`src/include/mmc_pkg.sv`:
```
// Package of constants for the magnetometer measurement control block
package mmc_pkg;
  // Register addresses
  localparam logic [7:0] MMC_ADDR_CTRL_ONE = 8'h10;
  localparam logic [7:0] MMC_ADDR_CTRL_TWO = 8'h11;
  localparam logic [7:0] MMC_ADDR_SYS_STATE = 8'h08;
  // Burst address range of the axis data
  localparam logic [7:0] MMC_ADDR_DATA_LAST = 8'h06;
  localparam logic [7:0] MMC_ADDR_DATA_FIRST = 8'h01;
  // Field positions, first control register
  localparam int MMC_RATE_HI = 7;
  localparam int MMC_RATE_LO = 5;
  localparam int MMC_OVS_HI = 4;
  localparam int MMC_OVS_LO = 3;
  localparam int MMC_FAST_BIT = 2;
  localparam int MMC_TRIG_BIT = 1;
  localparam int MMC_RUN_BIT = 0;
  // Field positions, second control register
  localparam int MMC_AUTO_BIT = 7;
  localparam int MMC_RAW_BIT = 5;
  localparam int MMC_SRST_BIT = 4;
  // Reset values
  localparam logic [7:0] MMC_CTRL_ONE_RST = 8'h00;
  localparam logic [2:0] MMC_RATE_RST = 3'h0;
  localparam logic [1:0] MMC_OVS_RST = 2'h0;
  // System state codes
  localparam logic [1:0] MMC_SYS_STANDBY = 2'h0;
  localparam logic [1:0] MMC_SYS_ACT_RAW = 2'h1;
  localparam logic [1:0] MMC_SYS_ACT_COR = 2'h2;
  // Converter sample rate and clock rate
  localparam int MMC_CLK_HZ = 125000000;
  localparam int MMC_ADC_HZ = 1280;
  localparam int MMC_ADC_TICK_CYC = MMC_CLK_HZ / MMC_ADC_HZ;
  // Smallest oversampling ratio, as a power of two
  localparam int MMC_OVS_BASE_LOG2 = 4;
  // Sensor reset cycle length in converter ticks
  localparam int MMC_SRST_TICKS = 2;
  // Sequencer states
  typedef enum logic [1:0] {
    MMC_IDLE,
    MMC_SRST,
    MMC_MEAS,
    MMC_WAIT
  } mmc_state_t;
endpackage : mmc_pkg

```
`src/rtl/mmc_measure_control.sv`:
```
// Measurement control of a three-axis magnetic sensor
`timescale 1ns/1ps
`default_nettype none
module mmc_measure_control
  import mmc_pkg::*;
  #(
    parameter int ADC_TICK_CYC = MMC_ADC_TICK_CYC
  ) (
  // Clock and reset
  input wire logic clk_sys_in,
  input wire logic rst_b_in,
  // Register access port
  input wire logic reg_wr_in,
  input wire logic reg_rd_in,
  input wire logic [7:0] reg_addr_in,
  input wire logic [7:0] reg_wdata_in,
  output logic [7:0] reg_rdata_out,
  // Burst address step
  input wire logic burst_step_in,
  input wire logic [7:0] burst_addr_in,
  output logic [7:0] burst_next_out,
  // Measurement front end
  output logic meas_start_out,
  output logic sensor_refresh_out,
  output logic offset_add_out,
  output logic [1:0] system_state_out,
  output logic meas_done_out
  );

  // Control fields
  logic [2:0] rate_sel; // Data-rate code
  logic [1:0] oversample_sel; // Oversampling code
  logic fast_read_sel; // Skip low bytes in bursts
  logic trigger_meas; // One-shot request pending
  logic run_select; // Active when set
  logic auto_sensor_refresh_on; // Refresh before acquisitions
  logic raw_sel; // Leave outputs uncorrected
  logic srst_req; // Manual sensor reset pending or running
  // Sequencer
  mmc_state_t state;
  logic [16:0] tick_cnt; // Converter tick divider, holds the 97656-cycle count of one tick at 125 MHz
  logic adc_tick; // One-cycle converter tick
  logic [10:0] meas_cnt; // Ticks left in this phase
  // Ticks left before next measurement; slowest period is 128 times 128
  logic [14:0] gap_cnt;
  logic one_shot; // Current measurement is a lone trigger
  logic wr_one;
  logic wr_two;

  // Ticks per measurement for a given oversampling code
  function automatic logic [10:0] mmc_ovs_ticks(input logic [1:0] os);
    mmc_ovs_ticks = 11'(1 << (MMC_OVS_BASE_LOG2 + int'(os)));
  endfunction : mmc_ovs_ticks

  // Ticks per output period: ratio times two to the rate code
  // Wide enough for the slowest rate and the largest ratio together
  function automatic logic [14:0] mmc_period_ticks(input logic [1:0] os,
                                                   input logic [2:0] dr);
    mmc_period_ticks = 15'(32'(mmc_ovs_ticks(os)) << dr);
  endfunction : mmc_period_ticks

  assign wr_one = reg_wr_in && (reg_addr_in == MMC_ADDR_CTRL_ONE);
  assign wr_two = reg_wr_in && (reg_addr_in == MMC_ADDR_CTRL_TWO);

  // Divider giving the 1280 Hz converter tick
  always_ff @(posedge clk_sys_in or negedge rst_b_in) begin
    if (!rst_b_in) begin
      tick_cnt <= '0;
      adc_tick <= 1'b0;
    end else if (tick_cnt == 17'(ADC_TICK_CYC - 1)) begin
      tick_cnt <= '0;
      adc_tick <= 1'b1;
    end else begin
      tick_cnt <= tick_cnt + 17'h1;
      adc_tick <= 1'b0;
    end
  end

  // First control register; rate, oversampling and fast-read fields frozen while active
  always_ff @(posedge clk_sys_in or negedge rst_b_in) begin
    if (!rst_b_in) begin
      rate_sel <= MMC_RATE_RST;
      oversample_sel <= MMC_OVS_RST;
      fast_read_sel <= 1'b0;
      run_select <= 1'b0;
    end else if (wr_one) begin
      run_select <= reg_wdata_in[MMC_RUN_BIT];
      // Standby gate keeps config stable while run is set
      if (!run_select) begin
        rate_sel <= reg_wdata_in[MMC_RATE_HI:MMC_RATE_LO];
        oversample_sel <= reg_wdata_in[MMC_OVS_HI:MMC_OVS_LO];
        fast_read_sel <= reg_wdata_in[MMC_FAST_BIT];
      end
    end
  end

  // Trigger bit: set by host, cleared when its measurement ends
  always_ff @(posedge clk_sys_in or negedge rst_b_in) begin
    if (!rst_b_in) begin
      trigger_meas <= 1'b0;
    end else if (wr_one && reg_wdata_in[MMC_TRIG_BIT]) begin
      trigger_meas <= 1'b1;
    end else if (state == MMC_MEAS && adc_tick && meas_cnt == 11'h1
                 && one_shot) begin
      // Cleared on the edge that ends the measurement, so idle never
      // sees a stale request and starts a second one
      trigger_meas <= 1'b0;
    end
  end

  // Second control register
  always_ff @(posedge clk_sys_in or negedge rst_b_in) begin
    if (!rst_b_in) begin
      auto_sensor_refresh_on <= 1'b0;
      raw_sel <= 1'b0;
    end else if (wr_two) begin
      auto_sensor_refresh_on <= reg_wdata_in[MMC_AUTO_BIT];
      raw_sel <= reg_wdata_in[MMC_RAW_BIT];
    end
  end

  // Manual sensor reset; a new write wins over completion
  always_ff @(posedge clk_sys_in or negedge rst_b_in) begin
    if (!rst_b_in) begin
      srst_req <= 1'b0;
    end else if (wr_two && reg_wdata_in[MMC_SRST_BIT]) begin
      srst_req <= 1'b1;
    end else if (state == MMC_SRST && adc_tick && meas_cnt == 11'h1
                 && !(auto_sensor_refresh_on && (run_select ||
                      trigger_meas))) begin
      srst_req <= 1'b0;
    end
  end

  // Measurement sequencer, steps on converter ticks
  always_ff @(posedge clk_sys_in or negedge rst_b_in) begin
    if (!rst_b_in) begin
      state <= MMC_IDLE;
      meas_cnt <= '0;
      gap_cnt <= '0;
      one_shot <= 1'b0;
      meas_start_out <= 1'b0;
      meas_done_out <= 1'b0;
      sensor_refresh_out <= 1'b0;
    end else begin
      meas_start_out <= 1'b0;
      meas_done_out <= 1'b0;
      case (state)
        MMC_IDLE: begin
          sensor_refresh_out <= 1'b0;
          if (srst_req) begin
            state <= MMC_SRST;
            meas_cnt <= 11'(MMC_SRST_TICKS);
            sensor_refresh_out <= 1'b1;
          end else if (run_select || trigger_meas) begin
            // Standby trigger starts at once
            // A pending trigger marks this measurement as the requested one
            one_shot <= trigger_meas;
            gap_cnt <= mmc_period_ticks(oversample_sel, rate_sel);
            if (auto_sensor_refresh_on) begin
              state <= MMC_SRST;
              meas_cnt <= 11'(MMC_SRST_TICKS);
              sensor_refresh_out <= 1'b1;
            end else begin
              state <= MMC_MEAS;
              meas_cnt <= mmc_ovs_ticks(oversample_sel);
              meas_start_out <= 1'b1;
            end
          end
        end
        MMC_SRST: begin
          if (adc_tick) begin
            meas_cnt <= meas_cnt - 11'h1;
            if (meas_cnt == 11'h1) begin
              sensor_refresh_out <= 1'b0;
              if (run_select || trigger_meas) begin
                state <= MMC_MEAS;
                meas_cnt <= mmc_ovs_ticks(oversample_sel);
                meas_start_out <= 1'b1;
              end else begin
                state <= MMC_IDLE;
              end
            end
          end
        end
        MMC_MEAS: begin
          if (adc_tick) begin
            meas_cnt <= meas_cnt - 11'h1;
            gap_cnt <= gap_cnt - 15'h1;
            if (meas_cnt == 11'h1) begin
              meas_done_out <= 1'b1;
              // Trigger while active cuts the idle gap
              if (one_shot || trigger_meas || !run_select) begin
                state <= MMC_IDLE;
              end else begin
                state <= MMC_WAIT;
              end
            end
          end
        end
        MMC_WAIT: begin
          if (!run_select) begin
            state <= MMC_IDLE;
          end else if (trigger_meas) begin
            state <= MMC_IDLE;
          end else if (adc_tick) begin
            gap_cnt <= gap_cnt - 15'h1;
            if (gap_cnt <= 15'h1) begin
              state <= MMC_IDLE;
            end
          end
        end
        default: begin
          state <= MMC_IDLE;
        end
      endcase
    end
  end

  // Offset correction and system state reporting
  always_ff @(posedge clk_sys_in or negedge rst_b_in) begin
    if (!rst_b_in) begin
      offset_add_out <= 1'b1;
      system_state_out <= MMC_SYS_STANDBY;
    end else begin
      offset_add_out <= !raw_sel;
      if (!run_select) begin
        system_state_out <= MMC_SYS_STANDBY;
      end else if (raw_sel) begin
        system_state_out <= MMC_SYS_ACT_RAW;
      end else begin
        system_state_out <= MMC_SYS_ACT_COR;
      end
    end
  end

  // Burst address step: low bytes skipped in fast read
  always_ff @(posedge clk_sys_in or negedge rst_b_in) begin
    if (!rst_b_in) begin
      burst_next_out <= '0;
    end else if (burst_step_in) begin
      if (fast_read_sel && burst_addr_in >= MMC_ADDR_DATA_FIRST
          && burst_addr_in < MMC_ADDR_DATA_LAST - 8'h1) begin
        burst_next_out <= burst_addr_in + 8'h2;
      end else if (fast_read_sel && burst_addr_in == MMC_ADDR_DATA_LAST
                   - 8'h1) begin
        burst_next_out <= MMC_ADDR_DATA_LAST + 8'h1;
      end else begin
        burst_next_out <= burst_addr_in + 8'h1;
      end
    end
  end

  // Register read data; refresh bit always reads zero
  always_ff @(posedge clk_sys_in or negedge rst_b_in) begin
    if (!rst_b_in) begin
      reg_rdata_out <= '0;
    end else if (reg_rd_in) begin
      case (reg_addr_in)
        MMC_ADDR_CTRL_ONE: reg_rdata_out <= {rate_sel, oversample_sel,
                              fast_read_sel, trigger_meas, run_select};
        MMC_ADDR_CTRL_TWO: reg_rdata_out <= {2'h0, raw_sel, srst_req,
                              4'h0};
        MMC_ADDR_SYS_STATE: reg_rdata_out <= {6'h00, system_state_out};
        default: reg_rdata_out <= '0;
      endcase
    end
  end
endmodule : mmc_measure_control
`default_nettype wire

```
`config.mk`:
```
export PLATFORM = sky130hd
export DESIGN_NAME = mmc_measure_control
export DESIGN_NICKNAME = d
export VERILOG_FILES = /design/src/include/mmc_pkg.sv /design/src/rtl/mmc_measure_control.sv
export SDC_FILE = /design/constraint.sdc
export NUM_CORES = 1
export LEC_CHECK = 0
export BUFFER_PORTS_ARGS = -buffer_cell sky130_fd_sc_hd__buf_2
export CAP_MARGIN = 15
export CORE_ASPECT_RATIO = 1.75
export CORE_MARGIN = 4
export CORE_UTILIZATION = 63
export CTS_CLUSTER_SIZE = 25
export DETAILED_ROUTE_END_ITERATION = 10
export GPL_TIMING_DRIVEN = 1
export PLACE_DENSITY = 0.93
export SETUP_SLACK_MARGIN = 0.3
export SYNTH_ARGS = -nofsm -noshare
export SYNTH_HDL_FRONTEND = slang
export SYNTH_SLANG_ARGS = --single-unit
```
`constraint.sdc`:
```
create_clock -name clk_sys_in -period 4.1 [get_ports clk_sys_in]
set_input_delay 0.41 -clock clk_sys_in [delete_from_list [all_inputs] [get_ports clk_sys_in]]
set_output_delay 0.41 -clock clk_sys_in [all_outputs]
set_load 0.03 [all_outputs]
```
# == Word-level counts from Yosys, hierarchy flattened ==
# Cells that the tools add are included.
# classes
add_sub_neg,6
order_cmp,3
eq_ne,20
shifts,2
muxes,55
bitwise,2
reduce_logical,32
# op_table
cell,count
11-bit 2-to-1 mux,7
15-bit 2-to-1 mux,5
15-bit case mux with 3 select lines,1
11-bit case mux with 3 select lines,1
2-bit 2-to-1 mux,15
8-bit case mux with 3 select lines,1
1-bit 2-to-1 mux,19
"17-bit by 1-bit adder with 17-bit output, second input constant",1
"17-bit equality test, second input constant",1
17-bit 2-to-1 mux,1
"8-bit by 5-bit equality test with 1-bit output, second input constant",2
8-bit 2-to-1 mux,2
"15-bit by 1-bit <= comparator with 1-bit output, second input constant",1
11-bit by 3-bit << shifter with 15-bit output,1
"15-bit by 1-bit subtractor with 15-bit output, second input constant",1
1-bit logical AND,14
"2-bit inequality test, second input constant",7
"11-bit by 1-bit equality test with 1-bit output, second input constant",1
"1-bit by 4-bit << shifter with 11-bit output, first input constant",1
"11-bit by 1-bit subtractor with 11-bit output, second input constant",1
"8-bit by 1-bit adder with 8-bit output, second input constant",1
"8-bit by 2-bit adder with 8-bit output, second input constant",1
"8-bit by 3-bit equality test with 1-bit output, second input constant",1
"8-bit by 4-bit equality test with 1-bit output, second input constant",1
21 further kinds,33
# totals
register_bits,80
in_bits,29
output_inout_bits,22
word_cells,141

# == Longest topological paths before layout ==
# Gate-level depths: netlist of run 1.
# logic_depth
ltp_word,6
mapped_depth,9
ltp_nobuf,7

# == Least setup slack after synthesis of run 1 ==
# OpenSTA, ideal clock, no wires.
# synth_timing
path_type,register -> register
from,register state[1]
to,register meas_cnt[6]
setup_time_ps,91
arrival_time_ps,2092
t_required_ps,4009
setup_slack_ps,1918
path_stages_with_launch,10
path_buffers,2
period_less_slack_ps,2182
path_cell_list,dfrtp_1 > inv_1 > ha_1 > clkbuf_1 > o21ba_2 > or3_1 > clkbuf_1 > a211oi_2 > nand2_1 > o221ai_1
# synth_between
elab_chain_cells,3
elab_cells_between_ends,9
cone_classes,eq/ne (5); mux (1); reduce/logical (3)
# synth_lines
item,line_no,rtl
"start, declared",mmc_measure_control.sv:40,mmc_state_t state;
"start signal, assigned",mmc_measure_control.sv:138,state <= MMC_IDLE;
"start signal, assigned",mmc_measure_control.sv:152,state <= MMC_SRST;
"start signal, assigned",mmc_measure_control.sv:161,state <= MMC_SRST;
2-bit equality test (tied with other cells),mmc_measure_control.sv:148,case (state)
2-bit inequality test (no source line) (tied with other cells),--,
4-bit AND reduction (no source line),--,
"end signal, assigned",mmc_measure_control.sv:153,meas_cnt <= 11'(MMC_SRST_TICKS);
"end signal, assigned",mmc_measure_control.sv:162,meas_cnt <= 11'(MMC_SRST_TICKS);
"end signal, assigned",mmc_measure_control.sv:166,meas_cnt <= mmc_ovs_ticks(oversample_sel);
"end, declared",mmc_measure_control.sv:43,logic [10:0] meas_cnt;
# Parallel ways exist; a longest one is shown, timed or not.
# A chain may end at the register's enable or synchronous reset.

# == Worst setup path after layout of run 1 ==
# Ends and elaborated chain as after synthesis.

==> impl_metrics.json, run 1 <==
{
  "cts-root-buf": "clkbuf_16",
  "fin_crit_ns": 2.56,
  "fp.coreArea_sq_mm": 0.00686,
  "cts_sinks": 80,
  "p_sw_share_pct": 22.6,
  "p_clk_share_pct": 47.8,
  "clkLatencyLatePin_ns": 0.34,
  "hp-class": "in2async",
  "syn-num-nets": 508,
  "layout_setup_ws_ns": 1.54,
  "worstPathMaxFanout": 15,
  "relSlewSlack_pct": 37.3,
  "dp_hpwl_um": 7660,
  "yosysWarnings": 0,
  "post_cts_buffers": 0,
  "ant_nets": 0,
  "endpoint_kind": "register",
  "die_h_um": 119,
  "ys_seq_area_share_pct": 45.0,
  "clk_path_buf_depth": 2,
  "cts_hold_buf": 0,
  "synth_top_cell_by_area": "dfrtp_1",
  "syn_avg_cell_area_sq_um": 9.58,
  "worstSetupStartpointType": "register",
  "fin_crit_sh_pct": 62.4,
  "drt_iter0_markers": 298,
  "r2r_slack_ns": 1.54,
  "worstPathArrival_ns": 2.81,
  "synth.distinct_cells": 64,
  "grtUsageTotal_pct": 26.3,
  "seqCellArea_sq_mm": 0.00200,
  "vias": 3930,
  "wirelength_um": 10700,
  "start_util_pct": 64.9,
  "fmax_mhz": 391,
  "hold_violations": 0,
  "diodes": 0,
  "tritoncts": "done",
  "worstSetupPathType": "reg2reg",
  "status": "complete, no violations",
  "antenna_found_initial": 0,
  "synthToLayoutAreaGrowth_pct": 13.9,
  "syn_inst": 465,
  "p_total_uw": 1800,
  "drt_first_pass_iters": 5,
  "vias_per_cell": 6.58,
  "p_int_uw": 1400,
  "grt_pass1_wl_um": 17900,
  "wl_per_cell_um": 18.0,
  "die_w_um": 71.6,
  "rsz0062_at_grt": "no",
  "timing.setup.tns_ns": 0,
  "dp_slack_ns": 1.54,
  "drc": 0,
  "first_global_vias": 4001,
  "htree_levels": 3,
  "total_leakage_power_uw": 0.00235,
  "yosysMostFrequentCell": "dfrtp_1",
  "portBuffers": 50,
  "ios": 51,
  "fp.dieArea_sq_mm": 0.00853,
  "synth_ff_type": "dfrtp_1",
  "grt_overflow": 0,
  "finClkSkew_ns": 0.00704,
  "synth_edf_count": 0,
  "clk_pin_slew_ns": 0.06,
  "post_cts_resize_count": 0,
  "setup_viol": 0,
  "utilization_pct": 74.0,
  "power.switching_uw": 408,
  "power_density_mw_per_mm2": 356,
  "multi_input_area_sq_mm": 0.00229,
  "cts-buffers-inserted": 9,
  "gp_congestion": 0.906,
  "drive_gt1_share_pct": 17.9,
  "final_nets": 551,
  "synthArstFlopShare_pct": 100,
  "yosysTopAreaCellShare_pct": 44.4,
  "fillers": 415,
  "worst_pin_slew_ns": 0.941,
  "combPwrFrac_pct": 6.6,
  "synth.top_cells.by_count": "dfrtp_1 (79), nor2_1 (50), o21ai_0 (36)",
  "ir_worst_vdd_mv": 0.344,
  "ys_seq_elements": 80,
  "max_cap_viol_count": 0,
  "cp.required_ns": 4.35,
  "grt_max_degree": 81,
  "core.rowCount": 40,
  "seqPwrFrac_pct": 45.7,
  "slew_violations": 0,
  "syn_area_sq_mm": 0.00445,
  "yosys-top-cells-area": "dfrtp_1 (44%), nor2_1 (4.2%), o21ai_0 (4.0%), ha_1 (3.9%), xor2_1 (3.1%)"
}
[per-layer routing]
layer	track usage [%]	up-vias	wire, um
li1	-	1788	-
met1	27.7	1887	3810
met3	5.24	69	624
met5	0	-	0
met4	18.2	0	603
met2	45.5	186	5700
[path summary, 6_finish.rpt]
path,from,end,cells after the start
min,rst_b_in,meas_cnt[9],1
max in group asynchronous,rst_b_in,gap_cnt[7],1
min in group clk_sys_in,reg_wdata_in[5],raw_sel,3
max,state[1],meas_cnt[6],7
min reg2reg,raw_sel,offset_add_out,1
max reg2reg,state[1],meas_cnt[6],7
[power by group through the flow]
stage	Clock (uW)	Sequential [uW]	Combinational, uW
2_1_floorplan	0	848	49.7
3_3_place_gp	0	835	114
3_5_place_dp	0	836	119
4_1_cts	874	823	120
5_1_grt	908	825	131
6_report	861	824	119
[worst max-delay path: stages, from the launching register on]
cell,delay (ns)
dfrtp_1,0.41
inv_1,0.08
ha_1,0.31
o21ba_2,0.26
or3_1,0.53
a211oi_2,0.50
nand2_1,0.18
o221ai_1,0.21
[cells by family (layout without fill, tap and decap cells)]
family          Yosys count  in the layout  synth area share, %
fa+ha+maj                14             14                 3.93
buf+inv                  41             89                 3.48
flops                    80             80                 45.0
compound gates          123            123                 19.2
mux                      16             16                 3.91
xor+xnor                 23             23                 4.52
simple gates            168            168                 20.0
[registers in the layout, indices dropped and copies added, names as in the netlist, 2 cells and up]
register          cells
oversample_sel        2
rate_sel              3
gap_cnt              15
tick_cnt             17
system_state_out      2
state                 2
meas_cnt             11
burst_next_out        8
reg_rdata_out         8
[area by class of cell]
cell class                      count  share of cell area (%)
Sequential cell                    80                    39.5
Multi-Input combinational cell    344                    45.3
Inverter                           21                    1.55
Tap cell                           84                    2.07
Clock inverter                      5                    1.55
Clock buffer                       11                    4.79
Timing Repair Buffer               52                    5.28
[through the flow]
stage | instance area [sq um] | hold slack, ns | std cells
CTS | 5060 | 0.258 | 596
finish | 5070 | 0.231 | 597
floorplan | 4450 | 0.114 | 465
detailed placement | 4740 | 0.460 | 580
global route | 5070 | 0.296 | 597
global placement | 4740 | 0.452 | 580
[cell usage in the layout, fill, tap and decap left out, types with 6 or more instances in the layout]
master	count
ha_1	14
or4_1	6
dfrtp_1	79
mux2_2	10
nor3_1	10
buf_2	49
a22o_1	10
nor2_1	50
and3_1	9
a21oi_1	22
nand2b_1	6
xor2_1	16
nand2_1	27
nor2b_1	8
inv_1	21
nand3_1	16
o21ai_0	36
nand4_1	6
xnor2_1	7
clkbuf_16	9
No activity file was read; power rests on OpenSTA's default activity.
==> run 2: changes to the inputs <==
CORE_UTILIZATION = 59   (was 63)
PLACE_DENSITY = 0.88   (was 0.93)
clock period = 2.6 ns   (was 4.1 ns; I/O delays follow)
==> run 2 against run 1 <==
Cell count grew 3.7%. Critical path depth decreased by 2. First-iteration DRC count decreased by 25%. Clock-buffer cell count unchanged. Combinational power rose by 65%. Sequential share of layout area shrank 1.4 points. Worst setup slack lost 1.3 ns. Routed wire length increased by 2.9%. Non-clock buffer count grew 19. Fmax rose by 9.4%. Global-route usage is 0.26 points lower. Largest cell class unchanged. Largest power group unchanged.
==> impl_metrics.json, run 2 (same netlist as run 1, synthesis figures left out) <==
{
  "fp.dieArea_sq_mm": 0.00906,
  "final_common_cell": "dfrtp_1",
  "layout_common_cells": "dfrtp_1 (77), nor2_1 (50), buf_2 (49)",
  "synthToLayoutAreaGrowth_pct": 18.1,
  "clkLatencyLatePin_ns": 0.34,
  "fp.coreArea_sq_mm": 0.00728,
  "regMostFlops": "tick_cnt",
  "reg.largest.list": "tick_cnt x17, gap_cnt x15, meas_cnt x11",
  "antenna_found_initial": 0,
  "slew_violations": 0,
  "ant_nets": 0,
  "power.switching_uw": 656,
  "drt_first_pass_iters": 7,
  "drt_iter0_markers": 224,
  "final_nets": 571,
  "gp_congestion": 0.937,
  "vias": 3984,
  "setup_viol": 0,
  "grt_pass1_wl_um": 18200,
  "grtUsageTotal_pct": 26.0,
  "worstSetupPathType": "reg2reg",
  "p_sw_share_pct": 23.5,
  "htree_levels": 3,
  "drc": 0,
  "wl_per_cell_um": 17.8,
  "cts_hold_buf": 0,
  "ir_worst_vdd_mv": 0.460,
  "timing.setup.tns_ns": 0,
  "dp_slack_ns": 0.265,
  "largest_reg_flops": 17,
  "diodes": 0,
  "cp.required_ns": 2.83,
  "dp_hpwl_um": 7700,
  "portBuffers": 50,
  "fin_crit_ns": 2.34,
  "hp-class": "in2async",
  "clk_path_buf_depth": 2,
  "grt_overflow": 0,
  "start_util_pct": 61.1,
  "die_w_um": 73.7,
  "max_cap_viol_count": 0,
  "core.rowCount": 41,
  "rsz0062_at_grt": "yes",
  "status": "complete, no violations",
  "cts-root-buf": "clkbuf_16",
  "wirelength_um": 11000,
  "first_global_vias": 4014,
  "p_int_uw": 2130,
  "power_density_mw_per_mm2": 530,
  "hold_violations": 0,
  "slowest_delay_ns": 0.59,
  "layout_setup_ws_ns": 0.260,
  "cts_sinks": 80,
  "p_clk_share_pct": 46.6,
  "vias_per_cell": 6.44,
  "worstSetupStartpointType": "register",
  "ios": 51,
  "fin_crit_sh_pct": 90.0,
  "drive_gt1_share_pct": 22.7,
  "worst_pin_slew_ns": 0.957,
  "seqPwrFrac_pct": 46.4,
  "endpoint_kind": "register",
  "total_leakage_power_uw": 0.00245,
  "relSlewSlack_pct": 36.2,
  "combPwrFrac_pct": 7.0,
  "grt_max_degree": 81,
  "cp_slowest_cell": "or4_4",
  "finClkSkew_ns": 0.00699,
  "cts-buffers-inserted": 9,
  "fmax_mhz": 427,
  "r2r_slack_ns": 0.26,
  "worstPathMaxFanout": 5,
  "tritoncts": "done",
  "clk_pin_slew_ns": 0.06,
  "die_h_um": 123,
  "path_cells": "or4_4 -> nor4_4 -> o2111ai_2 -> a311o_1 -> mux2_4",
  "worstPathArrival_ns": 2.57
}
==> run 2: timing repair <==
| action | in CTS | in global routing |
|---|---|---|
| cloned | 0 | 1 |
| setup endpoints to repair | 5 | 15 |
| buffers inserted | 0 | 13 |
| gates resized for setup | 2 | 8 |
| endpoints found under the hold margin | 0 | 0 |
| pin swaps | 0 | 9 |
==> run 2: final timing paths <==
kind                                 start              to  cells after the start
hold reg to reg                    raw_sel  offset_add_out                      1
max in group asynchronous         rst_b_in      gap_cnt[7]                      1
hold / removal                    rst_b_in  meas_start_out                      1
setup / recovery               gap_cnt[10]        state[1]                      5
min in group clk_sys_in    reg_wdata_in[4]        srst_req                      3
setup reg to reg               gap_cnt[10]        state[1]                      5
==> run 2: area by class of cell <==
| cell class | instances | area (sq um) |
|---|---|---|
| fillers | 517 | 2030 |
| well taps | 86 | 108 |
| inverters | 21 | 78.8 |
| clock buffers | 11 | 253 |
| clock inverters | 5 | 53.8 |
| multi-input cells | 345 | 2350 |
| repair buffers | 71 | 410 |
| flip-flops and latches | 80 | 2010 |
==> run 2: critical path: cells and delay by family, from the launching register on <==
family | cells | cell delay [ns]
DFF | 1 | 0.39
AOI/OAI and AO/OA | 2 | 0.60
and+or+nand+nor | 2 | 0.91
muxes | 1 | 0.32
==> run 2: power by group through the flow <==
| stage | registers, uW | logic [uW] | clock network, uW |
|---|---|---|---|
| global placement | 1310 | 191 | 0 |
| global route | 1300 | 216 | 1360 |
| floorplan | 1340 | 78.4 | 0 |
| finish | 1290 | 196 | 1300 |
| CTS | 1290 | 197 | 1310 |
| detailed placement | 1310 | 196 | 0 |
==> run 2: layer usage <==
| metal | vias up | wire (um) | track usage (%) |
|---|---|---|---|
| li1 | 1827 | - | - |
| met1 | 1950 | 4070 | 28.4 |
| met2 | 168 | 5910 | 45.7 |
| met3 | 39 | 613 | 5.53 |
| met4 | 0 | 458 | 14.4 |
| met5 | - | 0 | 0 |
==> run 2: per-stage QoR <==
| step | power [uW] | hold slack [ns] | area, sq um | cells | util [%] |
|---|---|---|---|---|---|
| after floorplan | 1420 | -0.0356 | 4450 | 465 | - |
| after detailed placement | 1510 | 0.469 | 4800 | 589 | 65.9 |
| after global routing | 2870 | 0.153 | 5260 | 619 | 72.2 |
| after CTS | 2800 | 0.115 | 5110 | 605 | 70.2 |
| final | 2790 | 0.0591 | 5260 | 619 | 72.2 |
| after global placement | 1500 | 0.448 | 4800 | 589 | 65.9 |
